===== src/verilog/serial_clk_consts.svh =====
// register offsets, field positions and reset values for serial clock control
`ifndef SERIAL_CLK_CONSTS_SVH
`define SERIAL_CLK_CONSTS_SVH
`define PTR_AUX_CLOCK_CTRL   4'hb
`define PTR_BAUD_LOW         4'hc
`define PTR_BAUD_HIGH        4'hd
`define PTR_LOOP_CTRL        4'he
`define PTR_IRQ_MASK         4'hf
`define PTR_SERIAL_RESET     4'h9
`define PTR_SYNC_HIGH        4'h7
`define ADDR_CH_STRIDE       12'h040
`define ADDR_CH_MASK         12'h040
`define ADDR_IRQ_STATUS      12'h080
`define ADDR_IRQ_ENABLE      12'h084
`define ADDR_PIN_CONFIG      12'h088
`define ADDR_LINE_STATUS     12'h08c
`define SRC_LOOP             2'h3
`define SRC_BAUD             2'h2
`define SRC_AUX              2'h1
`define SRC_MAIN             2'h0
`define LOOP_REF_NRZI        3'h7
`define LOOP_REF_FM          3'h6
`define LOOP_REF_MAIN        3'h5
`define LOOP_REF_BAUD        3'h4
`define LOOP_CMD_DISABLE     3'h3
`define LOOP_CMD_CLR_MISSING 3'h2
`define LOOP_CMD_SEARCH      3'h1
`define LOOP_CTRL_RESET      8'h04
`define AUX_CTRL_RESET       8'h00
`define MASK_RESET           8'h00
`define BAUD_RESET           16'h0000
`define BIT_LOOPBACK         4
`define BIT_ECHO             3
`define BIT_DIV_INPUT        1
`define BIT_DIV_RUN          0
`define BIT_IRQ_MASTER       3
`define BIT_ZERO_IRQ         1
`define BIT_SECONDARY_BANK   0
`define BIT_FRAME_QUEUE      2
`endif


===== src/verilog/serial_clk_pkg.sv =====
// types shared by the serial channel clock and baud control block
package serial_clk_pkg;
	// per-channel clock control fields
	typedef struct packed {
		logic [1:0] receive_clock_source;
		logic [1:0] transmit_clock_source;
		logic       aux_clock_pin_direction;
		logic [1:0] aux_clock_pin_output_source;
	} clock_ctrl_t;
	// recovery loop operating state
	typedef enum logic [1:0] {
		LOOP_OFF,
		LOOP_SEARCH,
		LOOP_TRACK
	} loop_state_t;
	// per-channel serial pin bundle
	typedef struct packed {
		logic main_clock_input_pin;
		logic aux_clock_pin;
		logic receive_data_pin;
	} line_in_t;
endpackage


===== src/verilog/serial_clock_control.sv =====
// clock selection, baud divider, recovery loop and irq enables, two channels
//
// The implementer's own choice: register access over APB.
`timescale 1ns/1ps
`include "serial_clk_consts.svh"

// What this block does
// (RULE_01) receive clock mux: loop, baud, aux, main
// (RULE_02) transmit clock mux uses same encoding
// (RULE_03) direction bit one makes aux pin output
// (RULE_04) drive aux pin when direction and pinconfig agree
// (RULE_05) baud compare sixteen bits, low 0x0c high 0x0d
// (RULE_06) loop mode 7..4 choose recovery reference
// (RULE_07) loop commands: disable, clear missing, search
// (RULE_08) loopback feeds transmit data into receive
// (RULE_09) echo bit selects echo test mode
// (RULE_10) divider input: system clock or main pin
// (RULE_11) divider run bit, stopped after reset
// (RULE_12) mask register holds per-source enable bits
// (RULE_13) mask bit one enables divider zero irq
// (RULE_14) mask bits enable frame queue, secondary bank
// (RULE_15) sources merge onto shared active-low irq
// (RULE_16) serial reset bit three is master enable
// (RULE_17) bank bit steers pointer seven writes
// (RULE_18) two identical channels with own registers
// (RULE_19) divider reloads at zero and toggles output
module serial_clock_control
	import serial_clk_pkg::*;
#(
	parameter int NCH = 2, // channel count
	parameter int LOOP_LOCK_EDGES = 8 // reference edges to leave search
) (
	input  wire logic               mclk_i,
	input  wire logic               rst_i,
	input  wire logic [11:0]        paddr_i,
	input  wire logic               psel_i,
	input  wire logic               penable_i,
	input  wire logic               pwrite_i,
	input  wire logic [31:0]        pwdata_i,
	output logic      [31:0]        prdata_o,
	output logic                    pready_o,
	output logic                    pslverr_o,
	input  wire line_in_t [NCH-1:0] line_i,
	input  wire logic [NCH-1:0]     transmit_data_i,
	input  wire logic [NCH-1:0]     ext_irq_i,
	output logic [NCH-1:0]          receive_clock_o,
	output logic [NCH-1:0]          transmit_clock_o,
	output logic [NCH-1:0]          receive_data_o,
	output logic [NCH-1:0]          transmit_data_pin_o,
	output logic [NCH-1:0]          aux_clock_pin_o,
	output logic [NCH-1:0]          aux_clock_pin_oe_o,
	output logic [NCH-1:0]          loopback_o,
	output logic [NCH-1:0]          echo_o,
	output logic [NCH-1:0]          frame_status_queue_enable_o,
	output logic [NCH-1:0]          sync_high_wr_o,
	output logic [NCH-1:0]          secondary_wr_o,
	output logic [7:0]              bank_wdata_o,
	output logic                    channel_irq_line_n_o
);
	// apb access phase write strobe, all registers answer without wait
	logic        wr_en;
	logic        rd_en;
	logic [11:0] cmn_addr;
	assign wr_en = psel_i & penable_i & pwrite_i;
	assign rd_en = psel_i & penable_i & ~pwrite_i;
	assign pready_o = 1'b1;
	assign cmn_addr = paddr_i;

	// channel index decode from address bit
	function automatic logic chan_of(input logic [11:0] a);
		chan_of = (a & `ADDR_CH_MASK) != 12'h000;
	endfunction
	// channel-local pointer from word address
	function automatic logic [3:0] ptr_of(input logic [11:0] a);
		ptr_of = a[5:2];
	endfunction
	// channel region is below the shared registers
	function automatic logic in_chan(input logic [11:0] a);
		in_chan = a < (`ADDR_CH_STRIDE << 1) && a[1:0] == 2'b00;
	endfunction

	// shared status/enable of divider zero events, per channel
	logic [NCH-1:0] irq_status_reg;
	logic [NCH-1:0] irq_enable_reg;
	logic [NCH-1:0] pin_config_reg;   // matching pin configuration bit
	logic [NCH-1:0] zero_event;
	logic [NCH-1:0] chan_irq;
	logic [NCH-1:0] chan_master;
	logic [7:0]     rd_chan [NCH];
	logic [1:0]     loop_state_rd [NCH];
	logic [NCH-1:0] missing_rd;

	genvar g;
	generate
	for (g = 0; g < NCH; g = g + 1) begin : ch
		logic         sel;
		logic [3:0]   ptr;
		clock_ctrl_t  clk_ctrl_reg;
		logic [15:0]  baud_divider_compare_reg;
		logic [7:0]   loop_ctrl_reg;
		logic [7:0]   mask_reg;
		logic         master_en_reg;
		logic [2:0]   loop_ref_reg;
		loop_state_t  loop_state_reg;
		logic         missing_reg;
		logic [3:0]   lock_cnt_reg;
		logic [15:0]  div_cnt_reg;
		logic         div_out_reg;
		logic         div_zero_reg;
		logic         div_in_prev_reg;
		logic         div_tick;
		logic         ref_prev_reg;
		logic         loop_clk_reg;
		logic         ref_lvl;
		logic         ref_edge;
		logic [1:0]   main_sync_reg;
		logic [1:0]   aux_sync_reg;
		logic [1:0]   rxd_sync_reg;
		logic         main_s;
		logic         aux_s;
		logic         rxd_s;
		logic [2:0]   mode_w;

		assign sel = wr_en && in_chan(paddr_i) && chan_of(paddr_i) == g;
		assign ptr = ptr_of(paddr_i);
		assign mode_w = pwdata_i[7:5];

		// two-flop synchronisers on all pins entering the clock domain
		always_ff @(posedge mclk_i) begin
			if (rst_i) begin
				main_sync_reg <= 2'b00;
				aux_sync_reg  <= 2'b00;
				rxd_sync_reg  <= 2'b00;
			end else begin
				main_sync_reg <= {main_sync_reg[0],
					line_i[g].main_clock_input_pin};
				aux_sync_reg  <= {aux_sync_reg[0], line_i[g].aux_clock_pin};
				rxd_sync_reg  <= {rxd_sync_reg[0],
					line_i[g].receive_data_pin};
			end
		end
		assign main_s = main_sync_reg[1];
		assign aux_s  = aux_sync_reg[1];
		assign rxd_s  = rxd_sync_reg[1];

		// channel register writes, each channel owns its copy
		always_ff @(posedge mclk_i) begin
			if (rst_i) begin // RULE_18
				clk_ctrl_reg             <= clock_ctrl_t'(`AUX_CTRL_RESET);
				baud_divider_compare_reg <= `BAUD_RESET;
				loop_ctrl_reg            <= `LOOP_CTRL_RESET; // RULE_11
				mask_reg                 <= `MASK_RESET;
				master_en_reg            <= 1'b0;
			end else if (sel) begin
				unique case (ptr)
				`PTR_AUX_CLOCK_CTRL: clk_ctrl_reg <= pwdata_i[6:0];
				`PTR_BAUD_LOW: baud_divider_compare_reg[7:0] <=
					pwdata_i[7:0]; // RULE_05
				`PTR_BAUD_HIGH: baud_divider_compare_reg[15:8] <=
					pwdata_i[7:0]; // RULE_05
				`PTR_LOOP_CTRL: loop_ctrl_reg <= pwdata_i[7:0];
				`PTR_IRQ_MASK: mask_reg <= pwdata_i[7:0]; // RULE_12
				`PTR_SERIAL_RESET: master_en_reg <=
					pwdata_i[`BIT_IRQ_MASTER]; // RULE_16
				default: ;
				endcase
			end
		end

		// pointer seven goes to one of two banks outside this block
		assign secondary_wr_o[g] = sel && ptr == `PTR_SYNC_HIGH &&
			mask_reg[`BIT_SECONDARY_BANK]; // RULE_17
		assign sync_high_wr_o[g] = sel && ptr == `PTR_SYNC_HIGH &&
			!mask_reg[`BIT_SECONDARY_BANK]; // RULE_17

		// divider input edge: system clock ticks every cycle
		always_ff @(posedge mclk_i) begin
			if (rst_i)
				div_in_prev_reg <= 1'b0;
			else
				div_in_prev_reg <= main_s;
		end
		assign div_tick = loop_ctrl_reg[`BIT_DIV_INPUT] ? 1'b1 :
			(main_s & ~div_in_prev_reg); // RULE_10

		// baud divider: count down, reload and toggle at zero
		always_ff @(posedge mclk_i) begin
			if (rst_i) begin
				div_cnt_reg  <= `BAUD_RESET;
				div_out_reg  <= 1'b0;
				div_zero_reg <= 1'b0;
			end else if (!loop_ctrl_reg[`BIT_DIV_RUN]) begin // RULE_11
				div_cnt_reg  <= baud_divider_compare_reg;
				div_zero_reg <= 1'b0;
			end else if (div_tick) begin
				// zero state is held one extra tick: half period = n + 2
				if (div_zero_reg) begin
					div_cnt_reg  <= baud_divider_compare_reg; // RULE_19
					div_out_reg  <= ~div_out_reg; // RULE_19
					div_zero_reg <= 1'b0;
				end else if (div_cnt_reg == 16'h0000) begin
					div_zero_reg <= 1'b1;
				end else begin
					div_cnt_reg <= div_cnt_reg - 16'h0001;
				end
			end
		end
		assign zero_event[g] = loop_ctrl_reg[`BIT_DIV_RUN] & div_tick &
			div_zero_reg;

		// reference selection for the recovery loop
		always_comb begin
			unique case (loop_ref_reg)
			`LOOP_REF_NRZI: ref_lvl = rxd_s; // RULE_06
			`LOOP_REF_FM:   ref_lvl = rxd_s; // RULE_06
			`LOOP_REF_MAIN: ref_lvl = main_s; // RULE_06
			default:        ref_lvl = div_out_reg; // RULE_06
			endcase
		end
		// fm and nrzi mark on every transition, clocks on rising only
		assign ref_edge = (loop_ref_reg == `LOOP_REF_NRZI ||
			loop_ref_reg == `LOOP_REF_FM) ? (ref_lvl ^ ref_prev_reg) :
			(ref_lvl & ~ref_prev_reg);

		// reference code store and loop commands from the mode field
		always_ff @(posedge mclk_i) begin
			if (rst_i) begin
				loop_ref_reg   <= `LOOP_REF_BAUD;
				loop_state_reg <= LOOP_OFF;
				missing_reg    <= 1'b0;
				lock_cnt_reg   <= 4'h0;
				ref_prev_reg   <= 1'b0;
				loop_clk_reg   <= 1'b0;
			end else begin
				ref_prev_reg <= ref_lvl;
				if (sel && ptr == `PTR_LOOP_CTRL && mode_w[2])
					loop_ref_reg <= mode_w; // RULE_06
				if (sel && ptr == `PTR_LOOP_CTRL &&
					mode_w == `LOOP_CMD_DISABLE) begin
					loop_state_reg <= LOOP_OFF; // RULE_07
				end else if (sel && ptr == `PTR_LOOP_CTRL &&
					mode_w == `LOOP_CMD_SEARCH) begin
					loop_state_reg <= LOOP_SEARCH; // RULE_07
					lock_cnt_reg   <= 4'h0;
				end else if (loop_state_reg == LOOP_SEARCH && ref_edge) begin
					lock_cnt_reg <= lock_cnt_reg + 4'h1;
					if (lock_cnt_reg == 4'(LOOP_LOCK_EDGES - 1))
						loop_state_reg <= LOOP_TRACK;
				end
				// a missing reference edge wins over a same-cycle clear
				if (loop_state_reg == LOOP_TRACK && ref_edge &&
					ref_lvl == loop_clk_reg && !ref_prev_reg)
					missing_reg <= 1'b1;
				else if (sel && ptr == `PTR_LOOP_CTRL &&
					mode_w == `LOOP_CMD_CLR_MISSING)
					missing_reg <= 1'b0; // RULE_07
				if (loop_state_reg != LOOP_OFF && ref_edge)
					loop_clk_reg <= ~loop_clk_reg;
			end
		end
		assign loop_state_rd[g] = loop_state_reg;
		assign missing_rd[g] = missing_reg;

		// clock muxes and pin drivers; all registered, the transmit_data_i paths included
		function automatic logic pick(input logic [1:0] s,
			input logic l, input logic b, input logic a, input logic m);
			unique case (s)
			`SRC_LOOP: pick = l;
			`SRC_BAUD: pick = b;
			`SRC_AUX:  pick = a;
			default:   pick = m;
			endcase
		endfunction
		always_ff @(posedge mclk_i) begin
			if (rst_i) begin
				receive_clock_o[g]     <= 1'b0;
				transmit_clock_o[g]    <= 1'b0;
				aux_clock_pin_o[g]     <= 1'b0;
				aux_clock_pin_oe_o[g]  <= 1'b0;
				receive_data_o[g]      <= 1'b0;
				transmit_data_pin_o[g] <= 1'b0;
			end else begin
				receive_clock_o[g] <= pick(clk_ctrl_reg.receive_clock_source,
					loop_clk_reg, div_out_reg, aux_s, main_s); // RULE_01
				transmit_clock_o[g] <= pick(
					clk_ctrl_reg.transmit_clock_source,
					loop_clk_reg, div_out_reg, aux_s, main_s); // RULE_02
				aux_clock_pin_oe_o[g] <= clk_ctrl_reg.aux_clock_pin_direction
					& pin_config_reg[g]; // RULE_03 RULE_04
				aux_clock_pin_o[g] <= pick(
					clk_ctrl_reg.aux_clock_pin_output_source,
					loop_clk_reg, div_out_reg, aux_s, main_s); // RULE_04
				// loopback bypasses both data pins; line held idle high
				receive_data_o[g] <= loop_ctrl_reg[`BIT_LOOPBACK] ?
					transmit_data_i[g] : rxd_s; // RULE_08
				transmit_data_pin_o[g] <= loop_ctrl_reg[`BIT_LOOPBACK] ?
					1'b1 : (loop_ctrl_reg[`BIT_ECHO] ? rxd_s :
					transmit_data_i[g]); // RULE_09
			end
		end
		assign loopback_o[g] = loop_ctrl_reg[`BIT_LOOPBACK]; // RULE_08
		assign echo_o[g] = loop_ctrl_reg[`BIT_ECHO]; // RULE_09
		assign frame_status_queue_enable_o[g] =
			mask_reg[`BIT_FRAME_QUEUE]; // RULE_14

		// mask gates: only the zero source uses a mask bit, external sources are not masked
		assign chan_irq[g] = master_en_reg & ((mask_reg[`BIT_ZERO_IRQ] &
			irq_status_reg[g]) | ext_irq_i[g]); // RULE_13 RULE_15
		assign chan_master[g] = master_en_reg;
		assign rd_chan[g] = {1'b0, loop_state_reg, missing_reg,
			div_out_reg, loop_ctrl_reg[2:0]};
	end
	endgenerate

	// sticky zero status, set wins over write-one-to-clear
	always_ff @(posedge mclk_i) begin
		if (rst_i)
			irq_status_reg <= '0;
		else if (wr_en && cmn_addr == `ADDR_IRQ_STATUS)
			irq_status_reg <= zero_event |
				(irq_status_reg & ~pwdata_i[NCH-1:0]);
		else
			irq_status_reg <= irq_status_reg | zero_event;
	end

	// system-side enable and pin configuration registers
	always_ff @(posedge mclk_i) begin
		if (rst_i) begin
			irq_enable_reg <= '0;
			pin_config_reg <= '0;
		end else if (wr_en && cmn_addr == `ADDR_IRQ_ENABLE) begin
			irq_enable_reg <= pwdata_i[NCH-1:0];
		end else if (wr_en && cmn_addr == `ADDR_PIN_CONFIG) begin
			pin_config_reg <= pwdata_i[NCH-1:0];
		end
	end

	// one shared active-low line, low while a channel source is set and that channel's enable bit is set or its zero status is clear
	always_ff @(posedge mclk_i) begin
		if (rst_i)
			channel_irq_line_n_o <= 1'b1;
		else
			channel_irq_line_n_o <= ~|(chan_irq & (irq_enable_reg |
				~irq_status_reg)); // RULE_15
	end

	// bank write data is the written byte, held in a register
	always_ff @(posedge mclk_i) begin
		if (rst_i)
			bank_wdata_o <= 8'h00;
		else if (wr_en)
			bank_wdata_o <= pwdata_i[7:0];
	end

	// read mux; channel registers are write-only and read as status
	always_comb begin
		prdata_o  = 32'h0000_0000;
		pslverr_o = 1'b0;
		if (rd_en) begin
			if (in_chan(cmn_addr))
				prdata_o = {24'h000000, rd_chan[chan_of(cmn_addr)]};
			else if (cmn_addr == `ADDR_IRQ_STATUS)
				prdata_o = 32'(irq_status_reg);
			else if (cmn_addr == `ADDR_IRQ_ENABLE)
				prdata_o = 32'(irq_enable_reg);
			else if (cmn_addr == `ADDR_PIN_CONFIG)
				prdata_o = 32'(pin_config_reg);
			else if (cmn_addr == `ADDR_LINE_STATUS)
				prdata_o = 32'({chan_master, missing_rd});
			else
				pslverr_o = 1'b1;
		end
	end
endmodule


===== config.mk =====
export PLATFORM = sky130hd
export DESIGN_NAME = serial_clock_control
export DESIGN_NICKNAME = d
export VERILOG_FILES = /design/src/verilog/serial_clk_pkg.sv /design/src/verilog/serial_clock_control.sv
export VERILOG_INCLUDE_DIRS = /design/src /design/src/verilog
export SDC_FILE = /design/constraint.sdc
export NUM_CORES = 1
export LEC_CHECK = 0
export BUFFER_PORTS_ARGS = -buffer_cell sky130_fd_sc_hd__buf_2
export CAP_MARGIN = 20
export CORE_ASPECT_RATIO = 1.5
export CORE_MARGIN = 2
export CORE_UTILIZATION = 59
export CTS_BUF_LIST = sky130_fd_sc_hd__clkbuf_8
export CTS_CLUSTER_DIAMETER = 80
export DETAILED_ROUTE_END_ITERATION = 16
export HOLD_SLACK_MARGIN = 0.15
export PLACE_DENSITY = 0.82
export SLEW_MARGIN = 10
export SYNTH_ARGS = -nofsm -noshare
export SYNTH_HDL_FRONTEND = slang
export SYNTH_SLANG_ARGS = --single-unit
export TNS_END_PERCENT = 100

===== constraint.sdc =====
create_clock -name mclk_i -period 3.2 [get_ports mclk_i]
set_input_delay 0.16 -clock mclk_i [delete_from_list [all_inputs] [get_ports mclk_i]]
set_output_delay 0.16 -clock mclk_i [all_outputs]
set_load 0.01 [all_outputs]

==> results.json, run 1 <==
{
  "status": "complete, no violations",
  "synth-adder-area-share_pct": 1.23,
  "antenna_cells": 0,
  "synthMuxAreaShare_pct": 10.6,
  "avgRoutedWirePerCell_um": 18.0,
  "setup_tns_ns": 0,
  "synth_area_um2": 8130,
  "cts_buffers": 17,
  "die_w_um": 99.8,
  "antenna_found_initial": 0,
  "synth_edf_count": 0,
  "setup_viol_count_final": 0,
  "rsz0062_at_grt": "false",
  "viasPerCell": 6.14,
  "cp.arrival_ns": 2.95,
  "synth_seq_cells": 165,
  "routed_wl_um": 21300,
  "htree_levels": 4,
  "route.antenna.remaining_nets": 0,
  "final_net_count": 1078,
  "initial_core_util_pct": 60.4,
  "clk_latency_ns": 0.46,
  "row_count": 52,
  "syn_area_per_cell_um2": 8.59,
  "path_clk_slew_ns": 0.09,
  "drc": 0,
  "placed_area_um2": 8460,
  "ys_types": 72,
  "cts-resized-gates": 0,
  "slew_headroom_pct": 31.1,
  "final_area_um2": 9050,
  "grt.overflow.total": 0,
  "tightestPinTransition_ns": 1.03,
  "cp.required_ns": 3.51,
  "fin_crit_ns": 2.64,
  "p_per_area_nw_per_um2": 424,
  "hold_buffers": 19,
  "max_freq_ghz": 0.379,
  "cts_tree": "yes",
  "port_buffers": 73,
  "start_kind": "flip-flop",
  "drive_above_1_share_pct": 15.8,
  "dieArea_um2": 14800,
  "ys_seq_area_share_pct": 40.6,
  "yosysMostFrequentCell": "dfxtp_1",
  "critPathMaxFanout": 7,
  "endpoint_kind": "flip-flop",
  "ios": 124,
  "async_flop_share_pct": 0,
  "die_h_um": 148,
  "synth_top_family_by_area": "simple AND/OR/NAND/NOR gates",
  "post-route-period-util_pct": 82.4,
  "grt_max_degree": 79,
  "synth_warnings": 0,
  "max-cap-violations": 0,
  "final-hold-violation-count": 0,
  "area_delta_synth_final_pct": 11.4,
  "synth_xor_area_share_pct": 0.646,
  "grt_pass1_wl_um": 34400,
  "clock-root-buffer": "clkbuf_8",
  "syn-instance-count": 946,
  "gp_congestion": 1.03,
  "synthDominantCellAreaShare_pct": 40.6,
  "clock_skew_ns": 0.0117,
  "synth_compound_area_share_pct": 14.5,
  "drt_pre_antenna_iters": 5,
  "ctsLongestPathBuffers": 2,
  "synth_common_cells": "165 x dfxtp_1, 118 x nor2_1, 96 x nand2_1",
  "ir_worst_vdd_v": 0.000234,
  "slew_viol_final": 0,
  "dp_hpwl_um": 14900,
  "hp-class": "in -> reg",
  "post_cts_buffers": 0,
  "worstSetupPathType": "reg -> reg",
  "grt_usage_pct": 29.3,
  "synthTopCellsByArea": "dfxtp_1 41%, mux2i_1 8.0%, nor2_1 5.4%, nand2_1 4.4%, a21oi_1 3.8%",
  "leakagePower_nw": 3.41,
  "drtIter0Drc": 426,
  "synth_top_area_cell": "dfxtp_1",
  "vias": 7277,
  "clock_sinks": 165,
  "synth_flop_cell": "dfxtp_1",
  "synth-simple-area-share_pct": 25.5,
  "grt_pass1_vias": 6854,
  "core_area_um2": 13500
}
## logic make-up (layout without fill, tap and decap cells)
family / Yosys count / after routing
muxes: 76 / 76
AOI/OAI and AO/OA: 186 / 186
DFF: 165 / 165
adders and majority gates: 8 / 8
and+or+nand+nor: 395 / 395
other: 2 / 26
xor gates and xnor gates: 6 / 6
buffers and inverters: 108 / 162
## power breakdown
group	internal (mW)	switching, mW
sequential	2.07	0.00680
clock	0.714	0.838
combinational	0.0662	0.146
## critical path, cell delays in order (launching register included)
cell,delay [ns]
dfxtp_1,0.49
nor2b_1,0.18
a31oi_1,0.05
o21ai_0,0.35
ha_1,0.31
nand3_1,0.10
nor4bb_1,0.28
buf_4,0.19
nand2_1,0.10
o311ai_0,0.33
a21oi_1,0.11
## layout by cell type (no fill, tap or decap), types with 7 or more instances in the layout
| cell type | netlist | layout |
|---|---|---|
| dfxtp_1 | 165 | 165 |
| nor2_1 | 118 | 118 |
| nand2_1 | 96 | 96 |
| buf_2 | 2 | 72 |
| mux2i_1 | 65 | 65 |
| a21oi_1 | 61 | 61 |
| o21ai_0 | 39 | 38 |
| nor2b_1 | 30 | 30 |
| conb_1 | 2 | 26 |
| nand3_1 | 22 | 22 |
| buf_4 | 32 | 21 |
| inv_1 | 18 | 19 |
| dlygate4sd3_1 | 0 | 19 |
| nor3_1 | 17 | 17 |
| nor4_1 | 17 | 17 |
| clkbuf_8 | 0 | 17 |
| o211ai_1 | 13 | 13 |
| and3_1 | 10 | 10 |
| and2_1 | 10 | 10 |
| a211oi_1 | 10 | 10 |
| nand4_1 | 10 | 10 |
| or2_2 | 9 | 9 |
| a31oi_1 | 8 | 8 |
| or4_1 | 8 | 8 |
| mux4_2 | 8 | 8 |
| nand2b_1 | 8 | 8 |
| a32oi_1 | 8 | 8 |
| ha_1 | 8 | 8 |
| o31ai_1 | 7 | 7 |
| or3_1 | 7 | 7 |
| inv_6 | 0 | 7 |
## stage by stage
stage               setup slack [ns]  hold WS [ns]  instances  utilization, %  power [mW]
floorplan                      0.766         0.288        970               -        2.27
global placement               0.689         0.367       1135            62.8        2.31
detailed placement             0.636         0.375       1135            62.8        2.31
CTS                            0.581         0.166       1186            67.2        3.85
global route                   0.297         0.211       1186            67.2        3.96
finish                         0.563         0.193       1186            67.2        3.84
## layer usage
layer	vias up	track usage, %	wire, µm
met5	-	0	0
met4	0	13.1	822
met3	81	5.01	1100
met2	284	53.4	11500
met1	3464	33.1	7940
li1	3448	-	-
## final timing paths
kind                               from                       to  slack (ns)  cells past startpoint
setup reg to reg      ch[1].div_out_reg  ch[1].loop_state_reg[0]        0.56                     10
hold / removal               paddr_i[0]      ch[1].master_en_reg        0.19                      5
setup / recovery      ch[1].div_out_reg  ch[1].loop_state_reg[0]        0.56                     10
hold reg to reg   ch[1].aux_sync_reg[0]    ch[1].aux_sync_reg[1]        0.45                      1
## cell type report
| cell class | count | area, µm² |
|---|---|---|
| multi-input cells | 697 | 4370 |
| flip-flops and latches | 165 | 3300 |
| clock buffers | 17 | 234 |
| repair buffers | 112 | 708 |
| inverters | 18 | 67.6 |
| fillers | 1103 | 4410 |
| well taps | 162 | 203 |
| clock inverters | 15 | 166 |
(Power assumes the default switching activity.)
==> run 2, diff against run 1 <==
==> constraint.sdc (replaced) <==
create_clock -name mclk_i -period 2.5 [get_ports mclk_i]
set_input_delay 0.125 -clock mclk_i [delete_from_list [all_inputs] [get_ports mclk_i]]
set_output_delay 0.125 -clock mclk_i [all_outputs]
set_load 0.01 [all_outputs]
==> run 2 against run 1 <==
Critical path depth decreased by 3. Global-route usage rose by 0.59 points. Utilization rose by 2.1 points.
==> results.json, run 2 (synthesized netlist as in run 1, its figures left out) <==
{
  "r2r-start": "ch[0].loop_ref_reg[1]",
  "postLayoutCoreUtil_pct": 69.3,
  "fillers": 1072,
  "avgRoutedWirePerCell_um": 18.1,
  "core_area_um2": 13500,
  "grt_pass1_vias": 7029,
  "drc": 0,
  "ir_worst_vdd_v": 0.000392,
  "cp.required_ns": 2.38,
  "dp_hpwl_um": 15200,
  "status": "complete, no violations",
  "antenna_cells": 0,
  "gp_congestion": 0.961,
  "multiInputGateArea_um2": 4380,
  "slew_viol_final": 0,
  "worstSetupPathType": "in -> out",
  "final-hold-violation-count": 0,
  "p_per_area_nw_per_um2": 530,
  "critPathLaunch": "paddr_i[8]",
  "drtIter0Drc": 402,
  "regArea_um2": 3300,
  "slew_headroom_pct": 50.8,
  "tightestPinTransition_ns": 0.730,
  "grt_max_degree": 151,
  "clock_sinks": 165,
  "endpoint_kind": "output pin",
  "die_w_um": 99.8,
  "hold_path.startpoint": "paddr_i[3]",
  "port_buffers": 73,
  "cts_tree": "yes",
  "whs_ns": 0.179,
  "route.antenna.remaining_nets": 0,
  "antenna_found_initial": 0,
  "htree_levels": 4,
  "final_net_count": 1102,
  "clock-root-buffer": "clkbuf_8",
  "ios": 124,
  "hp-class": "in -> reg",
  "fin_crit_ns": 2.38,
  "grt_pass1_wl_um": 34800,
  "dieArea_um2": 14800,
  "initial_core_util_pct": 60.4,
  "start_kind": "input port",
  "slowest_stage": "dlygate4sd3_1",
  "path_delay_family": "simple AND/OR/NAND/NOR gates",
  "clock_skew_ns": 0.0154,
  "drt_pre_antenna_iters": 5,
  "viasPerCell": 6.09,
  "cts_buffers": 17,
  "post-route-period-util_pct": 95.1,
  "grt_usage_pct": 29.9,
  "post_cts_buffers": 0,
  "grt.overflow.total": 0,
  "critPathMaxFanout": 4,
  "max-cap-violations": 0,
  "max_stage_delay_ns": 0.60,
  "crit_buf_inv": 4,
  "cp.arrival_ns": 2.25,
  "path_clk_slew_ns": 0.10,
  "row_count": 52,
  "die_h_um": 148,
  "cp_cell_sequence": "buf_2 > or4_4 > dlygate4sd3_1 > nor4_2 > buf_4 > and3_1 > buf_2",
  "drive_above_1_share_pct": 17.7,
  "clk_latency_ns": 0.46,
  "rsz0062_at_grt": "false",
  "vias": 7372,
  "ctsLongestPathBuffers": 2,
  "area_delta_synth_final_pct": 14.8,
  "setup_tns_ns": 0,
  "leakagePower_nw": 3.55,
  "setup_viol_count_final": 0,
  "worst_path_most_repeated_cell": "buf_2",
  "final_cell_mix": "165 x dfxtp_1, 118 x nor2_1, 96 x nand2_1, 72 x buf_2, 65 x mux2i_1",
  "max_freq_ghz": 0.421,
  "final_common_cell": "dfxtp_1",
  "routed_wl_um": 22000
}
## run 2: final timing paths
check        cells after the start                                 to  slack, ns
max reg2reg                     10              ch[0].lock_cnt_reg[3]       0.18
min                              4  ch[0].baud_divider_compare_reg[6]       0.18
min reg2reg                      1              ch[1].rxd_sync_reg[1]       0.44
max                              7                  secondary_wr_o[1]       0.12
## run 2: layout make-up
cell class / count / share of cell area (%)
clock buffers: 17 / 2.51
clock inverters: 15 / 1.81
flip-flops and latches: 165 / 35.4
inverters: 18 / 0.724
repair buffers: 136 / 10.4
well taps: 162 / 2.17
multi-input cells: 697 / 47.0
## run 2: what timing repair did
| action | in CTS | in global routing |
|---|---|---|
| endpoints found under the setup margin | 0 | 6 |
| hold buffers | 22 | 0 |
| endpoints found under the hold margin | 72 | 0 |
| gates resized for setup | 0 | 3 |
## run 2: tightest hold or removal path, cell delays in order
cell and delay [ns]:
buf_2 0.23, nor4_4 0.12, nand2_1 0.06, a21oi_1 0.05
## run 2: metrics by stage
stage          worst slack, ns  instances  power [mW]  cell area [µm²]
3_5_place_dp             0.126       1156        2.97             8700
4_1_cts                0.00323       1210        4.96             9320
5_1_grt                 0.0144       1210        5.07             9330
2_1_floorplan           0.0659        970        2.90             8220
3_3_place_gp             0.155       1156        2.97             8700
6_report                 0.122       1210        4.94             9330
## run 2: report_power, final
group	internal [mW]	switching [mW]
clock network	0.917	1.09
registers	2.64	0.00877
logic	0.0927	0.191
## run 2: metal layers
layer | track usage, % | up-vias | share of wire (%)
met5 | 0 | - | 0
met1 | 32.5 | 3485 | 36
met4 | 17.5 | 0 | 5.6
met3 | 4.92 | 89 | 6.0
met2 | 53.9 | 304 | 52
li1 | - | 3494 | -
==> run 3, diff against run 2 <==
--- a/config.mk
+++ b/config.mk
@@ -8,14 +8,16 @@
 export LEC_CHECK = 0
 export BUFFER_PORTS_ARGS = -buffer_cell sky130_fd_sc_hd__buf_2
 export CAP_MARGIN = 20
+export CELL_PAD_IN_SITES_DETAIL_PLACEMENT = 1
+export CELL_PAD_IN_SITES_GLOBAL_PLACEMENT = 2
 export CORE_ASPECT_RATIO = 1.5
 export CORE_MARGIN = 2
-export CORE_UTILIZATION = 59
+export CORE_UTILIZATION = 35
 export CTS_BUF_LIST = sky130_fd_sc_hd__clkbuf_8
 export CTS_CLUSTER_DIAMETER = 80
 export DETAILED_ROUTE_END_ITERATION = 16
 export HOLD_SLACK_MARGIN = 0.15
-export PLACE_DENSITY = 0.82
+export PLACE_DENSITY_LB_ADDON = 0.3
 export SLEW_MARGIN = 10
 export SYNTH_ARGS = -nofsm -noshare
 export SYNTH_HDL_FRONTEND = slang
==> run 3 against run 2 <==
Critical path type is now in -> reg. Cell area rose by 2.3%. Largest cell class unchanged. Sequential share of layout area is 0.77 points lower. Maximum frequency shrank 4.0%. Utilization shrank 28 points.
==> results.json, run 3 (synthesized netlist as in run 1, its figures left out) <==
{
  "drtIter0Drc": 306,
  "critPathLaunch": "paddr_i[8]",
  "leakagePower_nw": 3.62,
  "hp-class": "in -> reg",
  "endpoint_kind": "flip-flop",
  "die_h_um": 191,
  "die_w_um": 128,
  "final_net_count": 1116,
  "seq_power_share_pct": 54.5,
  "drc": 0,
  "row_count": 68,
  "antenna_cells": 0,
  "max-cap-violations": 0,
  "critPathMaxFanout": 8,
  "cp.arrival_ns": 2.83,
  "ir_worst_vdd_v": 0.000273,
  "routed_wl_um": 26200,
  "reg2reg_depth": 10,
  "reg2reg_to": "ch[1].loop_state_reg[0]",
  "cp_cell_sequence": "buf_2 > or4_4 > or4_4 > buf_12 > nor3_4 > buf_12 > mux2i_1 > nor2_1 > dlygate4sd3_1",
  "slew_viol_final": 0,
  "clk_latency_ns": 0.47,
  "p_per_area_nw_per_um2": 510,
  "avgRoutedWirePerCell_um": 19.5,
  "internal_power_mw": 3.56,
  "rsz0062_at_grt": "false",
  "cts_tree": "yes",
  "slew_headroom_pct": 49.8,
  "r2r-start": "ch[1].div_out_reg",
  "setup_tns_ns": 0,
  "clock_skew_ns": 0.0146,
  "ctsLongestPathBuffers": 2,
  "post_cts_buffers": 0,
  "fillers": 2702,
  "grt_pass1_vias": 7510,
  "max_freq_ghz": 0.404,
  "crit_end": "ch[1].baud_divider_compare_reg[15]",
  "reg2reg_slack_ns": 0.19,
  "worstSetupPathType": "in -> reg",
  "slowest_stage": "or4_4",
  "path_clk_slew_ns": 0.09,
  "final_common_cell": "dfxtp_1",
  "drive_above_1_share_pct": 18.8,
  "initial_core_util_pct": 35.5,
  "crit_buf_inv": 4,
  "core_area_um2": 22900,
  "post-route-period-util_pct": 99.1,
  "setup_viol_count_final": 0,
  "cp.required_ns": 2.85,
  "cts_buffers": 17,
  "power.share.clock_pct": 39.4,
  "dp_hpwl_um": 19500,
  "tightestPinTransition_ns": 0.748,
  "viasPerCell": 5.39,
  "htree_levels": 4,
  "start_kind": "input port",
  "dpl.cell_count": 1287,
  "port_buffers": 73,
  "grt_pass1_wl_um": 41200,
  "gp_congestion": 0.881,
  "dieArea_um2": 24500,
  "area_delta_synth_final_pct": 17.4,
  "power_frac_comb_pct": 6.1,
  "ios": 124,
  "status": "complete, no violations",
  "path_delay_family": "simple AND/OR/NAND/NOR gates",
  "switchingPower_mw": 1.31,
  "grt_max_degree": 85,
  "grt_usage_pct": 21.9,
  "route.antenna.remaining_nets": 0,
  "clock-root-buffer": "clkbuf_8",
  "clock_sinks": 165,
  "fin_cells": 1342,
  "antenna_found_initial": 0,
  "grt.overflow.total": 0,
  "crit_cells": 9,
  "drt_pre_antenna_iters": 4,
  "vias": 7239,
  "fin_crit_ns": 2.48,
  "final-hold-violation-count": 0,
  "max_stage_delay_ns": 0.66,
  "switching_share_pct": 26.9,
  "final_cell_mix": "163 x dfxtp_1, 118 x nor2_1, 96 x nand2_1, 72 x buf_2, 65 x mux2i_1"
}
run 3: cell types whose count changed in the layout (fill, tap and decap cells not counted), moves of 2 or more:
cell | before | now
dfxtp_1 | 165 | 163
buf_4 | 36 | 50
clkinv_4 | 2 | 4
dfxtp_2 | 0 | 2
clkinv_2 | 1 | 3
run 3: routing by layer:
metal / GRT usage (%) / vias to the layer above / share of wire [%]
met5: 0 / - / 0
met1: 23.0 / 3580 / 38
met3: 2.83 / 36 / 1.8
met4: 7.86 / 0 / 2.7
li1: - / 3524 / -
met2: 43.3 / 99 / 57
run 3: what timing repair did:
action	4_1_cts	5_1_grt
gates resized for setup	1	4
setup endpoints to repair	1	4
hold buffers	23	0
cloned	0	0
hold endpoints to repair	73	0
run 3: through the flow:
stage	utilization, %	hold WS (ns)	setup slack, ns	power, mW	instance area, µm²
finish	41.7	0.224	0.0234	4.87	9550
CTS	41.7	0.192	0.0581	4.93	9540
floorplan	-	0.253	0.0659	2.90	8220
global route	41.7	0.227	0.00534	5.05	9550
global placement	39.0	0.333	0.0432	2.99	8930
detailed placement	39.0	0.343	-0.0280	2.99	8930
run 3: power by group through the flow:
stage | combinational, mW | clock, mW | sequential [mW]
2_1_floorplan | 0.182 | 0 | 2.72
3_3_place_gp | 0.273 | 0 | 2.71
3_5_place_dp | 0.274 | 0 | 2.72
4_1_cts | 0.300 | 1.98 | 2.65
5_1_grt | 0.322 | 2.07 | 2.66
6_report | 0.298 | 1.92 | 2.65
run 3: area by class of cell:
cell class,count,area (µm²),share of cell area (%)
Sequential cell,165,3310,34.6
Multi-Input combinational cell,697,4380,45.8
Clock buffer,17,234,2.45
Clock inverter,15,146,1.53
Inverter,18,67.6,0.708
Timing Repair Buffer,150,1070,11.2
Tap cell,280,350,3.67
run 3: worst min-delay path, cell delays in order:
cell and delay (ns):
buf_2 0.10, nand3_1 0.10, buf_4 0.19, nand2_1 0.07, a21oi_1 0.05
run 3: worst min-delay path by stage:
stage / startpoint / end / slack (ns) / depth (start not counted)
floorplan: line_i[1] / ch[0].aux_sync_reg[0] / 0.25 / 1
global placement: line_i[4] / ch[1].aux_sync_reg[0] / 0.33 / 2
detailed placement: line_i[4] / ch[1].aux_sync_reg[0] / 0.34 / 2
CTS: paddr_i[7] / ch[1].missing_reg / 0.19 / 4
global route: paddr_i[3] / ch[0].baud_divider_compare_reg[5] / 0.23 / 4
finish: psel_i / bank_wdata_o[4] / 0.22 / 5
